`src/design/frc_pkg.sv`:
```
package frc_pkg;
  localparam int INT_W   = 12;
  localparam int FRAC_W  = 25;
  localparam int WORD_W  = INT_W + FRAC_W;
  localparam int STEP_W  = 16;
  localparam int TIMER_W = 12;
  localparam int DEV_W   = 16;
  localparam int EXP_W   = 4;
  localparam int DIV_W   = 12;
  localparam int FL_W    = 2 * DIV_W;
  localparam int CP_BOOST = 16;

  localparam logic [7:0] ADDR_FRAC   = 8'h00;
  localparam logic [7:0] ADDR_INTCTL = 8'h04;
  localparam logic [7:0] ADDR_CLOCK  = 8'h08;
  localparam logic [7:0] ADDR_RAMP   = 8'h0C;
  localparam logic [7:0] ADDR_UPA    = 8'h10;
  localparam logic [7:0] ADDR_UPB    = 8'h14;
  localparam logic [7:0] ADDR_DNA    = 8'h18;
  localparam logic [7:0] ADDR_DNB    = 8'h1C;
  localparam logic [7:0] ADDR_STATUS = 8'h20;
  localparam logic [7:0] ADDR_RB_LO  = 8'h24;
  localparam logic [7:0] ADDR_RB_HI  = 8'h28;

  localparam int INTCTL_MUX_LSB  = 12;
  localparam int INTCTL_START    = 31;
  localparam int CLOCK_DIV2_LSB  = 12;
  localparam int CLOCK_MODE_LSB  = 24;
  localparam int CLOCK_FUNC_LSB  = 26;
  localparam int RAMP_FAST       = 2;
  localparam int RAMP_EXT        = 3;
  localparam int RAMP_IRQ_LSB    = 4;
  localparam int SET_DEV_LSB     = 16;
  localparam int SET_EXP_LSB     = 12;

  localparam logic [1:0] WAVE_TRIANGLE  = 2'b01;
  localparam logic [3:0] MUX_SEL_DIGITAL = 4'b1111;
  localparam logic [4:0] FUNC_READBACK  = 5'b00010;
  localparam logic [4:0] FUNC_RAMP_DONE = 5'b00011;
  localparam logic [1:0] IRQ_OFF        = 2'b00;
  localparam logic [1:0] IRQ_CONTINUE   = 2'b01;
  localparam logic [1:0] IRQ_STOP       = 2'b11;
  localparam logic [1:0] FL_OFF         = 2'b00;
  localparam logic [1:0] FL_DIVIDER     = 2'b01;
  localparam logic [1:0] RESP_OKAY      = 2'b00;
  localparam logic [1:0] RESP_SLVERR    = 2'b10;

  typedef enum logic [1:0] {
    FRC_IDLE = 2'b00,
    FRC_UP   = 2'b01,
    FRC_DOWN = 2'b10,
    FRC_HOLD = 2'b11
  } frc_state_t;

  typedef struct packed {
    logic [DEV_W-1:0]   dev;
    logic [EXP_W-1:0]   dev_exp;
    logic [TIMER_W-1:0] timer;
    logic [STEP_W-1:0]  steps;
  } frc_slope_t;
endpackage

```
`src/design/frc_ctrl.sv`:
```
// The AXI4-Lite register port and the address map were left to the implementer.
`timescale 1ns/100ps
`default_nettype none
// What this block does
// - Triangular ramp with separate step count, step time, deviation for up and down.
// - Fast ramp enable bit makes the two parameter sets separate slopes.
// - Writing one to the start bit of integer/fraction register starts the ramp.
// - Output select 1111 with function 00011 shows ramp complete on output pin.
// - External step bit bypasses ramp clock; each trigger pulse steps once, except in interrupt mode 11, where it holds the ramp.
// - Interrupts are recognised on the trigger rising edge only.
// - Output select 1111 with function 00010 routes readback to output pin.
// - Interrupt mode 00 off, 01 interrupt and continue, 11 interrupt and stop.
// - Readback data only while a ramp is running or held.
// - Interrupt captures 37-bit word: 12-bit integer then 25-bit fraction.
// - Bits shift out on serial clock rising edge; controller samples falling.
// - With fast lock on, integer/fraction write starts divider1 times divider2 interval.
// - Fast lock dividers both come from clock register fields, bits 11:0 and 23:12.
// - Fast lock interval is not applied while a ramp runs.
// - Charge pump current is sixteen times higher during the interval.
// - Divider mode fast lock grounds first switch, joins second to pump.
// - Third-order sigma-delta, fixed 25-bit modulus, clocked every cycle.
module frc_ctrl (
  input  wire logic                          clock,
  input  wire logic                          sys_rst,
  input  wire logic [7:0]                    s_axi_awaddr,
  input  wire logic                          s_axi_awvalid,
  output logic                               s_axi_awready,
  input  wire logic [31:0]                   s_axi_wdata,
  input  wire logic [3:0]                    s_axi_wstrb,
  input  wire logic                          s_axi_wvalid,
  output logic                               s_axi_wready,
  output logic [1:0]                         s_axi_bresp,
  output logic                               s_axi_bvalid,
  input  wire logic                          s_axi_bready,
  input  wire logic [7:0]                    s_axi_araddr,
  input  wire logic                          s_axi_arvalid,
  output logic                               s_axi_arready,
  output logic [31:0]                        s_axi_rdata,
  output logic [1:0]                         s_axi_rresp,
  output logic                               s_axi_rvalid,
  input  wire logic                          s_axi_rready,
  input  wire logic                          trigger_pin,
  input  wire logic                          serial_clock,
  output logic                               multiplexed_output_pin,
  output logic [frc_pkg::INT_W-1:0]          div_int,
  output logic signed [3:0]                  sd_offset,
  output logic [4:0]                         cp_gain,
  output logic                               first_switch_pin,
  output logic                               second_switch_pin
);
  import frc_pkg::*;

  ////////////////////////////////////////////////////////////////////////////
  logic [31:0]        reg_frac, reg_intctl, reg_clock, reg_ramp;
  frc_slope_t         slope [2];
  frc_state_t         state;
  logic [WORD_W-1:0]  n_acc, rb_word, rb_shift;
  logic [STEP_W-1:0]  step_cnt;
  logic [TIMER_W-1:0] tick_cnt;
  logic [FL_W-1:0]    fl_cnt;
  logic               trig_q, sclk_q, ramp_done, rb_valid, rb_bit;
  logic [FRAC_W-1:0]  acc1, acc2, acc3;
  logic               c2_d, c3_d, c3_dd;

  function automatic logic [31:0] merge(input logic [31:0] old, input logic [31:0] wd,
                                        input logic [3:0] st);
    for (int i = 0; i < 4; i++) begin
      if (st[i]) begin
        old[8*i +: 8] = wd[8*i +: 8];
      end
    end
    return old;
  endfunction

  function automatic logic [WORD_W-1:0] step_amt(input frc_slope_t s);
    return {{(WORD_W-DEV_W){1'b0}}, s.dev} << s.dev_exp;
  endfunction

  ////////////////////////////////////////////////////////////////////////////
  logic       wr_go, rd_go, start_wr;
  logic [1:0] wave, irq_mode, fl_mode;
  logic       fast_en, ext_step, ramp_active, fl_active, trig_rise, sclk_rise, step_tick;
  logic [3:0] mux_sel;
  logic [4:0] mux_func;
  frc_slope_t down_set;

  assign s_axi_awready = s_axi_awvalid && s_axi_wvalid && !s_axi_bvalid;
  assign s_axi_wready  = s_axi_awready;
  assign wr_go         = s_axi_awready;
  assign s_axi_arready = !s_axi_rvalid;
  assign rd_go         = s_axi_arvalid && s_axi_arready;
  assign start_wr      = wr_go && s_axi_awaddr == ADDR_INTCTL && s_axi_wstrb[3] && s_axi_wdata[INTCTL_START];
  assign wave          = reg_ramp[1:0];
  assign fast_en       = reg_ramp[RAMP_FAST];
  assign ext_step      = reg_ramp[RAMP_EXT];
  assign irq_mode      = reg_ramp[RAMP_IRQ_LSB +: 2];
  assign fl_mode       = reg_clock[CLOCK_MODE_LSB +: 2];
  assign mux_sel       = reg_intctl[INTCTL_MUX_LSB +: 4];
  assign mux_func      = reg_clock[CLOCK_FUNC_LSB +: 5];
  assign ramp_active   = state != FRC_IDLE;
  assign fl_active     = fl_cnt != '0;
  assign trig_rise     = trigger_pin && !trig_q;
  assign sclk_rise     = serial_clock && !sclk_q;
  assign down_set      = fast_en ? slope[1] : slope[0];
  assign step_tick     = ext_step ? trig_rise : tick_cnt == '0;

  always_ff @(posedge clock) begin
    trig_q <= sys_rst ? 1'b0 : trigger_pin;
    sclk_q <= sys_rst ? 1'b0 : serial_clock;
  end

  ////////////////////////////////////////////////////////////////////////////
  // Register writes; the start bit is an action and is never stored.
  always_ff @(posedge clock) begin
    if (sys_rst) begin
      reg_frac   <= 32'h0000_0000;
      reg_intctl <= 32'h0000_0000;
      reg_clock  <= 32'h0000_0000;
      reg_ramp   <= 32'h0000_0000;
      slope[0]   <= '0;
      slope[1]   <= '0;
    end else if (wr_go) begin
      case (s_axi_awaddr)
        ADDR_FRAC:   reg_frac   <= merge(reg_frac, s_axi_wdata, s_axi_wstrb) & 32'h01FF_FFFF;
        ADDR_INTCTL: reg_intctl <= merge(reg_intctl, s_axi_wdata, s_axi_wstrb) & 32'h0000_FFFF;
        ADDR_CLOCK:  reg_clock  <= merge(reg_clock, s_axi_wdata, s_axi_wstrb) & 32'h7FFF_FFFF;
        ADDR_RAMP:   reg_ramp   <= merge(reg_ramp, s_axi_wdata, s_axi_wstrb) & 32'h0000_003F;
        ADDR_UPA:    slope[0][31:0] <= merge(slope[0][31:0], s_axi_wdata, s_axi_wstrb);
        ADDR_UPB:    slope[0][47:32] <= DEV_W'(merge({16'h0000, slope[0][47:32]}, s_axi_wdata, s_axi_wstrb));
        ADDR_DNA:    slope[1][31:0] <= merge(slope[1][31:0], s_axi_wdata, s_axi_wstrb);
        ADDR_DNB:    slope[1][47:32] <= DEV_W'(merge({16'h0000, slope[1][47:32]}, s_axi_wdata, s_axi_wstrb));
        default: ;
      endcase
    end
  end

  always_ff @(posedge clock) begin
    if (sys_rst) begin
      s_axi_bvalid <= 1'b0;
      s_axi_bresp  <= RESP_OKAY;
    end else if (wr_go) begin
      s_axi_bvalid <= 1'b1;
      s_axi_bresp  <= (s_axi_awaddr <= ADDR_DNB && s_axi_awaddr[1:0] == 2'b00) ? RESP_OKAY : RESP_SLVERR;
    end else if (s_axi_bready) begin
      s_axi_bvalid <= 1'b0;
    end
  end

  always_ff @(posedge clock) begin
    if (sys_rst) begin
      s_axi_rvalid <= 1'b0;
      s_axi_rdata  <= 32'h0000_0000;
      s_axi_rresp  <= RESP_OKAY;
    end else if (rd_go) begin
      s_axi_rvalid <= 1'b1;
      s_axi_rresp  <= RESP_OKAY;
      case (s_axi_araddr)
        ADDR_FRAC:   s_axi_rdata <= reg_frac;
        ADDR_INTCTL: s_axi_rdata <= reg_intctl;
        ADDR_CLOCK:  s_axi_rdata <= reg_clock;
        ADDR_RAMP:   s_axi_rdata <= reg_ramp;
        ADDR_UPA:    s_axi_rdata <= slope[0][31:0];
        ADDR_UPB:    s_axi_rdata <= {16'h0000, slope[0][47:32]};
        ADDR_DNA:    s_axi_rdata <= slope[1][31:0];
        ADDR_DNB:    s_axi_rdata <= {16'h0000, slope[1][47:32]};
        ADDR_STATUS: s_axi_rdata <= {step_cnt, 10'h000, state, rb_valid, ramp_done, fl_active, ramp_active};
        ADDR_RB_LO:  s_axi_rdata <= rb_word[31:0];
        ADDR_RB_HI:  s_axi_rdata <= {27'h000_0000, rb_word[WORD_W-1:32]};
        default: begin
          s_axi_rdata <= 32'h0000_0000;
          s_axi_rresp <= RESP_SLVERR;
        end
      endcase
    end else if (s_axi_rready) begin
      s_axi_rvalid <= 1'b0;
    end
  end

  ////////////////////////////////////////////////////////////////////////////
  // Ramp engine: up half on set 0, down half on the down set, repeat.
  always_ff @(posedge clock) begin
    if (sys_rst) begin
      state     <= FRC_IDLE;
      n_acc     <= '0;
      step_cnt  <= '0;
      tick_cnt  <= '0;
      ramp_done <= 1'b0;
    end else if (start_wr) begin
      n_acc     <= {s_axi_wdata[INT_W-1:0], reg_frac[FRAC_W-1:0]};
      step_cnt  <= '0;
      tick_cnt  <= slope[0].timer;
      ramp_done <= 1'b0;
      state     <= (wave == WAVE_TRIANGLE) ? FRC_UP : FRC_IDLE;
    end else begin
      if (wr_go && s_axi_awaddr == ADDR_INTCTL) begin
        n_acc[WORD_W-1:FRAC_W] <= s_axi_wdata[INT_W-1:0];
      end
      ramp_done <= 1'b0;
      case (state)
        FRC_UP, FRC_DOWN: begin
          if (irq_mode == IRQ_STOP && trig_rise) begin
            state <= FRC_HOLD;
          end else if (step_tick) begin
            tick_cnt <= (state == FRC_UP) ? slope[0].timer : down_set.timer;
            if (state == FRC_UP) begin
              n_acc <= n_acc + step_amt(slope[0]);
              if (step_cnt + 16'h0001 >= slope[0].steps) begin
                step_cnt <= '0;
                state    <= FRC_DOWN;
                tick_cnt <= down_set.timer;
              end else begin
                step_cnt <= step_cnt + 16'h0001;
              end
            end else begin
              n_acc <= n_acc - step_amt(down_set);
              if (step_cnt + 16'h0001 >= down_set.steps) begin
                step_cnt  <= '0;
                ramp_done <= 1'b1;
                state     <= FRC_UP;
                tick_cnt  <= slope[0].timer;
              end else begin
                step_cnt <= step_cnt + 16'h0001;
              end
            end
          end else begin
            tick_cnt <= tick_cnt - 12'h001;
          end
        end
        FRC_HOLD: state <= FRC_HOLD;
        default: state <= FRC_IDLE;
      endcase
    end
  end

  ////////////////////////////////////////////////////////////////////////////
  // Readback capture on interrupt and serial shift-out.
  always_ff @(posedge clock) begin
    if (sys_rst) begin
      rb_word  <= '0;
      rb_shift <= '0;
      rb_bit   <= 1'b0;
      rb_valid <= 1'b0;
    end else if (trig_rise && irq_mode != IRQ_OFF && ramp_active && state != FRC_HOLD) begin
      rb_word  <= n_acc;
      rb_shift <= n_acc;
      rb_bit   <= 1'b0;
      rb_valid <= 1'b1;
    end else begin
      if (start_wr) begin
        rb_valid <= 1'b0;
      end
      if (sclk_rise) begin
        rb_bit   <= rb_shift[WORD_W-1];
        rb_shift <= {rb_shift[WORD_W-2:0], 1'b0};
      end
    end
  end

  always_ff @(posedge clock) begin
    if (sys_rst || mux_sel != MUX_SEL_DIGITAL) begin
      multiplexed_output_pin <= 1'b0;
    end else if (mux_func == FUNC_RAMP_DONE) begin
      multiplexed_output_pin <= ramp_done;
    end else if (mux_func == FUNC_READBACK) begin
      multiplexed_output_pin <= ramp_active && rb_bit;
    end else begin
      multiplexed_output_pin <= 1'b0;
    end
  end

  ////////////////////////////////////////////////////////////////////////////
  // Fast lock window counted in clock (PFD) cycles.
  always_ff @(posedge clock) begin
    if (sys_rst) begin
      fl_cnt <= '0;
    end else if (ramp_active || (start_wr && wave == WAVE_TRIANGLE)) begin
      fl_cnt <= '0;
    end else if (wr_go && s_axi_awaddr == ADDR_INTCTL && fl_mode != FL_OFF) begin
      fl_cnt <= reg_clock[DIV_W-1:0] * reg_clock[CLOCK_DIV2_LSB +: DIV_W];
    end else if (fl_active) begin
      fl_cnt <= fl_cnt - 24'h00_0001;
    end
  end

  always_ff @(posedge clock) begin
    if (sys_rst) begin
      cp_gain           <= 5'h01;
      first_switch_pin  <= 1'b0;
      second_switch_pin <= 1'b0;
    end else begin
      cp_gain           <= fl_active ? 5'(CP_BOOST) : 5'h01;
      first_switch_pin  <= fl_active && fl_mode == FL_DIVIDER;
      second_switch_pin <= fl_active && fl_mode == FL_DIVIDER;
    end
  end

  ////////////////////////////////////////////////////////////////////////////
  // Cascade of three first-order accumulators, modulus two to the 25.
  logic [FRAC_W:0]  s1, s2, s3;
  logic signed [3:0] next_offset;

  assign s1 = {1'b0, acc1} + {1'b0, n_acc[FRAC_W-1:0]};
  assign s2 = {1'b0, acc2} + {1'b0, s1[FRAC_W-1:0]};
  assign s3 = {1'b0, acc3} + {1'b0, s2[FRAC_W-1:0]};
  assign next_offset = 4'(s1[FRAC_W]) + 4'(s2[FRAC_W]) - 4'(c2_d) + 4'(s3[FRAC_W]) - 4'({c3_d, 1'b0}) + 4'(c3_dd);

  always_ff @(posedge clock) begin
    if (sys_rst) begin
      acc1      <= '0;
      acc2      <= '0;
      acc3      <= '0;
      c2_d      <= 1'b0;
      c3_d      <= 1'b0;
      c3_dd     <= 1'b0;
      sd_offset <= 4'sh0;
      div_int   <= '0;
    end else begin
      acc1      <= s1[FRAC_W-1:0];
      acc2      <= s2[FRAC_W-1:0];
      acc3      <= s3[FRAC_W-1:0];
      c2_d      <= s2[FRAC_W];
      c3_d      <= s3[FRAC_W];
      c3_dd     <= c3_d;
      sd_offset <= next_offset;
      div_int   <= n_acc[WORD_W-1:FRAC_W];
    end
  end
endmodule // frc_ctrl
`default_nettype wire

```
`config.mk`:
```
export PLATFORM = sky130hd
export DESIGN_NAME = frc_ctrl
export DESIGN_NICKNAME = d
export VERILOG_FILES = /design/src/design/frc_pkg.sv /design/src/design/frc_ctrl.sv
export SDC_FILE = /design/constraint.sdc
export NUM_CORES = 2
export LEC_CHECK = 0
export ABC_AREA = 0
export BUFFER_PORTS_ARGS = -buffer_cell sky130_fd_sc_hd__buf_2
export CAP_MARGIN = 20
export CORE_UTILIZATION = 48
export CTS_CLUSTER_DIAMETER = 50
export DETAILED_ROUTE_END_ITERATION = 7
export SLEW_MARGIN = 15
export SYNTH_ARGS = -nofsm -noshare
export SYNTH_HDL_FRONTEND = slang
export SYNTH_SLANG_ARGS = --single-unit
```
`constraint.sdc`:
```
create_clock -name clock -period 18.85 [get_ports clock]
set_clock_uncertainty 0.2 [all_clocks]
set_input_delay 2.8275 -clock clock [delete_from_list [all_inputs] [get_ports clock]]
set_output_delay 2.8275 -clock clock [all_outputs]
set_load 0.005 [all_outputs]
```
==> metrics.md <==
| Metric | Value |
|---|---|
| Synth top cells by count | 435 x nand2_1, 382 x dfxtp_1, 350 x nor2_1 |
| Top-Level Pins | 126 |
| FP Rows | 95 |
| DR DRC count | 0 |
| CP dominant cell by count | nand4_1 |
| CTS tree | yes |
| Post-DR vias/cell | 6.052 |
| Final setup viols | 0 |
| Cell count after synthesis | 3763 |
| Worst slew margin | 23.36% |
| Clk sinks | 478 |
| Synth Register Bits | 478 |
| Via count | 28540 |
| CP Max Fanout | 28 |
| Hold depth | 2 |
| Synth async-reset ratio | 0% |
| Met2 WL | 46670 um |
| Root Driver | clkbuf_16 |
| Setup bufs post-CTS | 0 |
| MaxCap Viol Count | 0 |
| Core region area | 0.06716 mm^2 |
| CP bufs+invs | 0 |
| Drt pass-1 iters | 8 |
| Post-route design area | 0.03610 mm^2 |
| Hold slack | 0.2556 ns |
| Area Growth Syn to Fin | 10.87% |
| Largest net degree at the start of global routing | 121 |
| M1 WL | 46800 um |
| CTS clock-pin slew for the worst setup and hold paths | 0.06 ns |
| Gr usage total | 30.87% |
| Layout cell share with drive strength beyond 1 | 9.893% |
| Post-synth EDFFs | 96 |
| Hold Fails Final Rpt | 0 |
| Nets@finish | 4178 |
| WL final | 107400 um |
| Cell Area, Synth | 0.03256 mm^2 |
| Power Dens Cells | 75.13 mW/mm^2 |
| Tcrit/Tclk final | 42.07% |
| Count leader, synth | nand2_1 |
| Cts hold-fix bufs | 0 |
| Crit Path Category | reg2reg |
| CP Capture Type | register |
| Post-Place Worst Slack | 11.07 ns |
| Gr ovfl total | 0 |
| Die Wd | 262.5 um |
| Vias in the first global route | 27070 |
| Reg-to-Reg Start | reg_ramp[2] |
| Crit path time final | 7.931 ns |
| Global-route wire length before repair | 164700 um |
| Starting DRT DRC Count | 2943 |
| Clk Latency, worst-skew pair | 0.61 ns |
| Clock Path Buffers | 3 |
| Fin. max-slew vios | 0 |
| Yosys top cell area share | 23.49% |
| Sequential area share after synthesis | 32.34% |
| PnR Total Power | 2712 uW |
| Synth Warn # | 0 |
| Critical path's slowest cell | dfxtp_2 |
| Area leader, netlist | dfxtp_1 |
| P_leak | 0.01584 uW |
| Worst VDD drop | 0.05792 mV |
| CP Cell Sequence | mux2i_4 > mux2i_1 > mux2i_2 > a21oi_2 > or3_4 > or4b_1 > nor3_1 > a221oi_1 > o31ai_1 > ha_1 > nand4_1 > o21ai_0 > a311oi_1 > or4b_2 > nand4_1 > a31oi_1 > o41ai_1 > o21a_1 > o211ai_1 > a2111oi_0 |
| R2R cell count | 20 |
| Worst Path Required | 19.12 ns |
| Top Family by Delay on Critical Path | compound AO/OA/AOI/OAI gates |
| Htree depth | 3 |
| DIE AREA | 0.06888 mm^2 |
| Flop2flop setup slack | 10.92 ns |
| Hold Path Class | reg2reg |
| Post-route ant nets | 0 |
| RSZ-0062 raised after global routing | no |
| Ranking of synthesized cells by area | dfxtp_1 23%, edfxtp_1 8.9%, ha_1 8.5% |
| Most frequently used flop master after synthesis | dfxtp_1 |
| I/O Buffers | 120 |
| Setup TNS | 0 ns |
| Starting Density | 48.48% |
| Register area | 0.01053 mm^2 |
| DP HPWL | 80800 um |
| Setup ws final | 10.92 ns |
| Reg2reg end | n_acc[34] |
| Multi-input logic area | 0.02056 mm^2 |
| Average wire per standard cell | 22.78 um |
| Initial antenna violation count | 2 |
| Hold Crit Start | reg_intctl[9] |
| Hold EP | reg_intctl[9] |
| Worst Path Arrival | 8.20 ns |
| Outcome | completed |
| Area after DPL | 0.03383 mm^2 |
| Worst setup SP type | register |
| Fmax | 126.1 MHz |
| Max layer used | met4 |
| Routed wl met3 | 10110 um |
| Crit path depth | 20 |
| CTS buffer count | 67 |
| Avg Inst Size Synth | 8.653 um^2 |
| Fill count | 6291 |
| Post-CTS sizing | 0 |
| Pin slew with the least headroom to its limit | 1.145 ns |
| Crit path largest cell delay | 0.84 ns |
| Post-synth cell types | 87 |
| Final Wtd Congestion | 0.9774 |
| Chip height | 262.5 um |
==> state kept, by name (all words and copies together) (netlist names), 2 cells and up <==
register,cells
acc2,25
s_axi_rdata,32
reg_frac,25
step_cnt,16
tick_cnt,12
cp_gain,2
reg_intctl,16
fl_cnt,24
acc3,25
div_int,12
acc1,25
rb_shift,37
slope,96
sd_offset,4
rb_word,37
reg_clock,31
n_acc,37
state,2
reg_ramp,6
==> placed cells by master (no fill, tap or decap), drive strengths merged, types with 91 or more instances in the layout <==
cell | Yosys | routed
mux2i | 140 | 140
edfxtp | 96 | 96
dfxtp | 382 | 382
fa | 106 | 106
nand2 | 435 | 435
ha | 221 | 221
nor2 | 350 | 350
and2 | 105 | 105
o21ai | 122 | 122
xnor2 | 91 | 91
inv | 195 | 207
buf | 39 | 159
a21oi | 295 | 295
==> worst max path at each step <==
| stage | endpoint | startpoint | slack (ns) |
|---|---|---|---|
| 6_report | n_acc[34] | reg_ramp[2] | 10.92 |
| 5_1_grt | sd_offset[2] | n_acc[0] | 10.47 |
| 3_3_place_gp | n_acc[34] | reg_ramp[2] | 11.21 |
| 4_1_cts | n_acc[34] | reg_ramp[2] | 11.04 |
| 2_1_floorplan | s_axi_wready | s_axi_awvalid | 11.99 |
| 3_5_place_dp | n_acc[34] | reg_ramp[2] | 11.07 |
==> stage by stage <==
stage / utilization, % / cells
global route: 53.75 / 4714
CTS: 53.75 / 4714
global placement: 50.37 / 4594
detailed placement: 50.37 / 4594
finish: 53.75 / 4715
floorplan: - / 3767
==> worst min-delay path, delay by kind of cell, from the launching register on <==
family	cells	cell delay, ns
flops	1	0.31
compound gates	1	0.05
simple gates	1	0.05
==> final cells by class <==
cell class	instances	area share, %
Antenna cell	1	0.006932
Clock buffer	86	5.126
Clock inverter	34	1.161
Inverter	196	2.038
Multi-Input combinational cell	2888	56.97
Sequential cell	478	29.17
Tap cell	873	3.026
Timing Repair Buffer	159	2.502
==> power by group <==
group	internal, uW	switching, uW
registers	1080	30.4
logic	124	192
clock network	788	498
total	1990	721
==> routing by layer <==
metal	track usage [%]	vias up
met4	10.51	0
met3	6.241	193
met1	43.23	13730
met5	0	-
li1	-	13450
met2	47.33	1161
==> cell families after synthesis <==
logic type | Yosys count | synth area share (%)
AND/OR/NAND/NOR | 1312 | 18.97
adder cells (fa/ha/maj) | 327 | 15.01
multiplexers | 204 | 6.717
flip-flops | 478 | 32.34
buffers and inverters | 401 | 4.796
other | 1 | 0.01152
AO/OA/AOI/OAI | 883 | 17.93
XOR/XNOR | 157 | 4.223
Note: power is estimated with default switching activity, not from simulation.
